File: src/snx_pkg.sv
// Operation
// - strobe fall latches code from nibble port
// - host samples nibble, then raises strobe
// - write data presented around strobe rise
// - host waits 50 ms after power-up
// - dummy read before turning output to input
package snx_pkg;
    localparam int unsigned CLK_MHZ = 125;
    localparam int unsigned T_POWERUP_MS = 50;
    localparam int unsigned T_SETUP_NS = 200;
    localparam int unsigned T_HOLD_NS = 100;
    localparam int unsigned T_LOW_NS = 700;
    localparam int unsigned T_SAMPLE_NS = 650;
    localparam int unsigned T_CS_NS = 50;
    localparam int unsigned N_SETUP = (T_SETUP_NS * CLK_MHZ + 999) / 1000;
    localparam int unsigned N_HOLD = (T_HOLD_NS * CLK_MHZ + 999) / 1000;
    localparam int unsigned N_LOW = (T_LOW_NS * CLK_MHZ + 999) / 1000;
    localparam int unsigned N_SAMPLE = (T_SAMPLE_NS * CLK_MHZ + 999) / 1000;
    localparam int unsigned N_CS = (T_CS_NS * CLK_MHZ + 999) / 1000;
    localparam int unsigned N_POWERUP = T_POWERUP_MS * CLK_MHZ * 1000;
    localparam logic [31:0] N_POWERUP_W = 32'(N_POWERUP);
    localparam logic [15:0] CNT_SETUP = 16'(N_SETUP);
    localparam logic [15:0] CNT_HOLD = 16'(N_HOLD);
    localparam logic [15:0] CNT_LOW = 16'(N_LOW);
    localparam logic [15:0] CNT_SAMPLE = 16'(N_SAMPLE);
    localparam logic [15:0] CNT_CS = 16'(N_CS);
    // register byte addresses
    localparam logic [11:0] ADDR_CMD = 12'h000;
    localparam logic [11:0] ADDR_STATUS = 12'h004;
    localparam logic [11:0] ADDR_RDATA = 12'h008;
    // command word fields
    localparam int unsigned CMD_PORT_LSB = 0;
    localparam int unsigned CMD_OP_LSB = 2;
    localparam int unsigned CMD_DATA_LSB = 4;
    localparam int unsigned CMD_DUMMY_BIT = 8;
    // status bits
    localparam int unsigned ST_BUSY = 0;
    localparam int unsigned ST_READY = 1;
    localparam int unsigned ST_DONE = 2;
    localparam logic [1:0] OP_READ = 2'h0;
    localparam logic [1:0] OP_WRITE = 2'h1;
    localparam logic [1:0] OP_OR = 2'h2;
    localparam logic [1:0] OP_AND = 2'h3;
    typedef struct packed {
        logic prog_n;
        logic cs_n;
        logic [3:0] nib_o;
        logic [3:0] nib_oe_n;
    } snx_link_out_t;
endpackage

File: src/snx_host.sv
// Register access over APB and the placing of the registers were chosen for this implementation.
`timescale 1ns/10ps
module snx_host #(
    parameter logic [31:0] POWERUP_CYCLES = snx_pkg::N_POWERUP_W
) (
    // clock and reset
    input wire logic pclk,
    input wire logic presetn,
    // apb slave
    input wire logic psel,
    input wire logic penable,
    input wire logic pwrite,
    input wire logic [11:0] paddr,
    input wire logic [31:0] pwdata,
    output logic [31:0] prdata,
    output logic pready,
    output logic pslverr,
    // expander link
    output snx_pkg::snx_link_out_t link_o,
    input wire logic [3:0] control_nibble_port_i
);
    import snx_pkg::*;

    typedef enum logic [5:0] {
        S_WAIT = 6'h01,
        S_IDLE = 6'h02,
        S_SETUP = 6'h04,
        S_LOW = 6'h08,
        S_DATA = 6'h10,
        S_HOLD = 6'h20
    } snx_state_t;

    snx_state_t state_q, state_d;
    logic [31:0] pwr_q;
    logic [15:0] cnt_q;
    logic [1:0] op_q;
    logic [1:0] port_q;
    logic [3:0] data_q;
    logic dummy_q;
    logic done_q;
    logic [3:0] rdata_q;
    logic [3:0] sync1_q, sync2_q;
    snx_link_out_t link_q;
    logic [31:0] prdata_q;
    logic pslverr_q;
    logic pready_q;

    wire logic acc = psel && penable;
    wire logic hit_cmd = paddr == ADDR_CMD;
    wire logic hit_st = paddr == ADDR_STATUS;
    wire logic hit_rd = paddr == ADDR_RDATA;
    wire logic mapped = hit_cmd || hit_st || hit_rd;
    wire logic busy = state_q != S_IDLE;
    wire logic start = acc && pwrite && hit_cmd && !busy;
    wire logic cnt_end = cnt_q == 16'h0000;
    wire logic is_read = op_q == OP_READ;
    wire logic [31:0] status_w = {29'h0, done_q, state_q == S_IDLE, busy};
    wire logic [31:0] rd_mux = hit_st ? status_w : hit_rd ? {28'h0, rdata_q} : 32'h0;
    wire logic wr_err = pwrite && (!hit_cmd || busy);
    wire logic err_w = !mapped || wr_err;

    // sequencer: code, strobe low, data, strobe high
    always_comb begin
        state_d = state_q;
        case (state_q)
            S_WAIT: if (pwr_q == 32'h0) state_d = S_IDLE;
            S_IDLE: if (start) state_d = S_SETUP;
            S_SETUP: if (cnt_end) state_d = S_LOW;
            S_LOW: if (cnt_end) state_d = S_DATA;
            S_DATA: if (cnt_end) state_d = S_HOLD;
            S_HOLD: if (cnt_end) state_d = dummy_q ? S_SETUP : S_IDLE;
            default: state_d = S_IDLE;
        endcase
    end

    // counter reload per phase
    logic [15:0] cnt_d;
    always_comb begin
        cnt_d = cnt_q - 16'h1;
        if (state_q != state_d) begin
            case (state_d)
                S_SETUP: cnt_d = CNT_SETUP;
                S_LOW: cnt_d = is_read ? CNT_SAMPLE : CNT_LOW - CNT_SETUP;
                S_DATA: cnt_d = CNT_SETUP;
                S_HOLD: cnt_d = CNT_HOLD + CNT_CS;
                default: cnt_d = 16'h0;
            endcase
        end else if (cnt_end) begin
            cnt_d = 16'h0;
        end
    end

    // the start edge shows the new command, not the previous one, on the lines
    wire logic [3:0] code_w = (state_q == S_IDLE) ?
        {pwdata[CMD_OP_LSB +: 2], pwdata[CMD_PORT_LSB +: 2]} : {op_q, port_q};
    // code still held after the fall; the expander only answers once it is released
    wire logic code_gone = cnt_d <= CNT_SAMPLE - CNT_HOLD;

    // link drive: code before fall, data around rise, released during read
    snx_link_out_t link_d;
    always_comb begin
        link_d.cs_n = !(state_q inside {S_SETUP, S_LOW, S_DATA, S_HOLD});
        link_d.prog_n = !(state_d inside {S_LOW, S_DATA}) || state_q == S_IDLE;
        link_d.nib_o = 4'h0;
        link_d.nib_oe_n = 4'hF;
        case (state_d)
            S_SETUP: begin
                link_d.nib_o = code_w;
                link_d.nib_oe_n = 4'h0;
            end
            S_LOW: begin
                link_d.nib_o = {op_q, port_q};
                link_d.nib_oe_n = (is_read && code_gone) ? 4'hF : 4'h0;
            end
            S_DATA, S_HOLD: begin
                link_d.nib_o = data_q;
                link_d.nib_oe_n = is_read ? 4'hF : 4'h0;
            end
            default: begin
                link_d.nib_o = 4'h0;
            end
        endcase
        if (state_q == S_IDLE && state_d == S_SETUP) begin
            link_d.cs_n = 1'b0;
        end
    end

    // phase state and per-phase counter
    always_ff @(posedge pclk or negedge presetn) begin
        if (!presetn) begin
            state_q <= S_WAIT;
            cnt_q <= 16'h0;
        end else begin
            state_q <= state_d;
            cnt_q <= cnt_d;
        end
    end

    // reset loads the full wait, so no command reaches the link too early
    always_ff @(posedge pclk or negedge presetn) begin
        if (!presetn) begin
            pwr_q <= POWERUP_CYCLES;
        end else if (state_q == S_WAIT && pwr_q != 32'h0) begin
            pwr_q <= pwr_q - 32'h1;
        end else begin
            pwr_q <= 32'h0;
        end
    end

    // link pins straight from flops, so they never glitch
    always_ff @(posedge pclk or negedge presetn) begin
        if (!presetn) begin
            link_q <= '{prog_n: 1'b1, cs_n: 1'b1, nib_o: 4'h0, nib_oe_n: 4'hF};
        end else begin
            link_q <= link_d;
        end
    end

    // command capture; dummy read is cleared after its first pass
    always_ff @(posedge pclk or negedge presetn) begin
        if (!presetn) begin
            op_q <= OP_READ;
            port_q <= 2'h0;
            data_q <= 4'h0;
            dummy_q <= 1'b0;
        end else if (start) begin
            port_q <= pwdata[CMD_PORT_LSB +: 2];
            op_q <= pwdata[CMD_OP_LSB +: 2];
            data_q <= pwdata[CMD_DATA_LSB +: 4];
            dummy_q <= pwdata[CMD_DUMMY_BIT] && pwdata[CMD_OP_LSB +: 2] == OP_READ;
        end else if (state_q == S_HOLD && cnt_end) begin
            dummy_q <= 1'b0;
        end
    end

    // two-stage synchroniser on the nibble pins
    always_ff @(posedge pclk or negedge presetn) begin
        if (!presetn) begin
            sync1_q <= 4'h0;
            sync2_q <= 4'h0;
        end else begin
            sync1_q <= control_nibble_port_i;
            sync2_q <= sync1_q;
        end
    end

    // sample late in the low time, well past the expander's access time
    always_ff @(posedge pclk or negedge presetn) begin
        if (!presetn) begin
            rdata_q <= 4'h0;
            done_q <= 1'b0;
        end else begin
            if (state_q == S_DATA && cnt_end && is_read) begin
                rdata_q <= sync2_q;
            end
            if (state_q == S_HOLD && cnt_end && !dummy_q) begin
                done_q <= 1'b1;
            end else if (start) begin
                done_q <= 1'b0;
            end
        end
    end

    // response taken from the setup cycle, so no wait states are needed
    always_ff @(posedge pclk or negedge presetn) begin
        if (!presetn) begin
            prdata_q <= 32'h0;
            pslverr_q <= 1'b0;
            pready_q <= 1'b0;
        end else begin
            prdata_q <= (psel && !penable && !pwrite) ? rd_mux : prdata_q;
            pslverr_q <= psel && !penable && err_w;
            pready_q <= 1'b1;
        end
    end

    assign prdata = prdata_q;
    assign pready = pready_q;
    assign pslverr = pslverr_q;
    assign link_o = link_q;
endmodule

File: config.mk
export PLATFORM = sky130hd
export DESIGN_NAME = snx_host
export DESIGN_NICKNAME = d
export VERILOG_FILES = /design/src/snx_pkg.sv /design/src/snx_host.sv
export SDC_FILE = /design/constraint.sdc
export NUM_CORES = 1
export LEC_CHECK = 0
export BUFFER_PORTS_ARGS = -buffer_cell sky130_fd_sc_hd__buf_2
export CAP_MARGIN = 30
export CORE_ASPECT_RATIO = 0.5
export CORE_MARGIN = 3
export CORE_UTILIZATION = 30
export CTS_CLUSTER_DIAMETER = 200
export DETAILED_ROUTE_END_ITERATION = 8
export PLACE_DENSITY = 0.46
export SYNTH_ARGS = -nofsm -noshare
export SYNTH_HDL_FRONTEND = slang
export SYNTH_SLANG_ARGS = --single-unit
File: constraint.sdc
create_clock -name pclk -period 4.7 [get_ports pclk]
set_input_delay 0.235 -clock pclk [delete_from_list [all_inputs] [get_ports pclk]]
set_output_delay 0.235 -clock pclk [all_outputs]
set_load 0.005 [all_outputs]
==> impl_metrics.toml <==
[synthesis]
synth.most_common_cell = "dfrtp_1"
synth_edf_count = 0
ys_seq_area_share_pct = 50.2
netlist_area_sq_um = 4480
synth_top_area_share_pct = 40.8
syn_area_per_cell_sq_um = 9.99
synth_ff_type = "dfrtp_1"
ys_warn_count = 0
synthTopCellsByCount = "73 x dfrtp_1, 66 x nor2_1, 35 x nand2_1"
synth.distinct_cells = 59
synthArstFlopShare_pct = 100
yosys.area.top_type = "dfrtp_1"
syn_inst = 448
ys_seq_elements = 89
synth.area.top_cells = "dfrtp_1 41%, dfstp_2 9.4%, nor2_1 5.5%"

[grt]
grt_start_max_net_pins = 57
grt_pass1_vias = 3214
antenna_found_initial = 0
gr-total-overflow = 0
grt_pass1_wl_mm = 15.7
track_usage_pct = 11.9

[floorplanning]
die-height_microns = 92.4
core_area_sq_um = 14100
core.rowCount = 30
dieArea_sq_um = 16500
pin_count = 97
start_util_pct = 31.8
die_w_microns = 179

[critical_path]
path_max_fanout = 33
critPathMaxStageDelay_ns = 0.41
critPathKind = "register to register"
crit_path_top_delay_cell = "dfrtp_1"
startpoint = "pwr_q[0]"
crit_path_end = "cnt_q[3]"
crit_chain = "inv_1 -> ha_1 -> nor3b_2 -> nand4_2 -> or2_1 -> o31ai_4 -> buf_4 -> inv_2 -> a211oi_1 -> o22ai_1 -> o31ai_1 -> o21ai_0"
timing.rr.start = "pwr_q[0]"
start_kind = "register"
endpoint_kind = "register"
crit_arrival_ns = 3.65
ff2ff_path_depth = 12
ff2ff_setup_slack_ns = 1.24
rr_endpoint = "cnt_q[3]"
critPathRequiredTime_ns = 4.89

[clock_network]
cts_hold_buf = 4
post_cts_buffers = 0
cts.clk_slew.worst_paths_ns = 0.06
cts_sinks = 89
root_buffer = "clkbuf_16"
clock_path_buffers = 2
insertion_delay_ns = 0.34
h-tree-depth = 3
cts_resized = 0
cts_tree = "done"
cts_buffers = 9

[pwr]
swShare_pct = 29.2
combPwrFrac_pct = 17.1
p_seq_share_pct = 46.1
p_total_w = 0.00200
p_sw_w = 0.000585
worst_ir_drop_vdd_mv = 0.148
p_int_w = 0.00142
leakagePower_nw = 2.43
clockPowerShare_pct = 36.7
p_per_area_nw_per_um2 = 390

[sta]
report.final.slew_viol_count = 0
clock.fmax_mhz = 289
hold_viol_final = 0
period_minus_slack_ns = 3.46
tns_ns = 0
setup_viol = 0
fin_crit_sh_pct = 73.7
rsz0062_at_grt = "no"
tightest_slew_ns = 0.756
finalWorstSetupSlack_ns = 1.24
max_slew_margin_pct = 49.1
hold_slack_ns = 0.0134
skew_ns = 0.00665

[routing]
post_drt_via_cell_ratio = 4.61
drc_errors = 0
drt-total-wl_mm = 9.08
post_drt_wl_per_cell_microns = 13.0
drt_pass1_iterations = 4
drtAntennaViolNets = 0
drt_iter0_drc = 154
vias = 3212

[place]
dp_hpwl_mm = 6.36
finalWeightedCongestion = 0.779
dp_worst_setup_slack_ns = 1.20
port_buffers = 45

[cells_and_area]
area_growth_pct = 14.9
nets = 554
num_antenna_cells = 0
drive_gt1_share_pct = 20.4

[outcome]
status = "completed"

[min_path]
hp-class = "primary input to register"

[flow_run]
maxCapViolCount = 0
## cell type report
type                            instances  area, sq um
Timing Repair Buffer                   51          283
Inverter                               17         63.8
Clock inverter                          6         65.1
Tap cell                              192          240
Multi-Input combinational cell        331         2010
Sequential cell                        89         2250
Fill cell                            1442         8930
Clock buffer                           10          239
## metrics by stage
stage          cell area, sq um  utilization, %  std cells
3_3_place_gp               4800            34.1        676
6_report                   5140            36.5        696
3_5_place_dp               4800            34.1        676
2_1_floorplan              4580               -        475
4_1_cts                    5140            36.5        696
5_1_grt                    5140            36.5        696
## worst min-delay path by stage
| stage | from | end | slack (ns) | depth (start not counted) |
|---|---|---|---|---|
| after floorplan | presetn | cnt_q[0] | -0.06 | 0 |
| after global placement | presetn | pwr_q[1] | 0.22 | 1 |
| after detailed placement | presetn | pwr_q[2] | 0.22 | 1 |
| after CTS | control_nibble_port_i[2] | sync1_q[2] | 0.005 | 1 |
| after global routing | control_nibble_port_i[2] | sync1_q[2] | 0.0006 | 1 |
| final | control_nibble_port_i[2] | sync1_q[2] | 0.01 | 1 |
## kinds of logic (layout without fill, tap and decap cells)
family | Yosys count | count (layout) | synth area share, %
AOI/OAI and AO/OA | 68 | 68 | 10.2
other | 2 | 29 | 0.168
DFF | 89 | 89 | 50.2
muxes | 9 | 9 | 2.24
buffers and inverters | 55 | 84 | 7.27
and+or+nand+nor | 186 | 186 | 22.2
xor gates and xnor gates | 37 | 37 | 7.24
adders and majority gates | 2 | 2 | 0.559
## state kept, by name, summed over array words and instances (netlist names)
register / flops
sync1_q: 4
sync2_q: 4
pready: 1
op_q: 2
cnt_q: 16
port_q: 2
done_q: 1
dummy_q: 1
pslverr: 1
pwr_q: 32
data_q: 4
prdata: 4
rdata_q: 4
link_o: 7
state_q: 6
## power by group through the flow
stage	clock, W	combinational [W]	sequential [W]
global placement	0	0.000343	0.000937
detailed placement	0	0.000343	0.000938
global route	0.000796	0.000398	0.000936
finish	0.000736	0.000343	0.000924
floorplan	0	0.000268	0.000918
CTS	0.000766	0.000348	0.000924
## routing by layer
layer	global-route usage, %	vias up	part of all wire [%]
li1	-	1606	-
met1	15.4	1548	48
met2	19.0	52	47
met3	3.28	6	3.6
met4	4.21	0	0.91
met5	0	-	0
## cells in the final DEF (no fill, tap or decap), drive strengths merged, types with 8 or more instances in the layout
cell and n:
a21oi 14, xor2 12, nor2 66, nor4 16
dfstp 16, nand2 35, o21ai 19, or3 12
xnor2 25, clkbuf 10, mux2 8, buf 47
nor3 15, inv 18, dfrtp 73, conb 29
## worst max-delay path: cells and delay by family, from the launching register on
| family | cells | cell delay [ns] |
|---|---|---|
| DFF | 1 | 0.41 |
| AOI/OAI and AO/OA | 5 | 1.19 |
| buffers and inverters | 3 | 0.57 |
| adders and majority gates | 1 | 0.18 |
| and+or+nand+nor | 3 | 0.96 |
No activity file was read; power rests on OpenSTA's default activity.
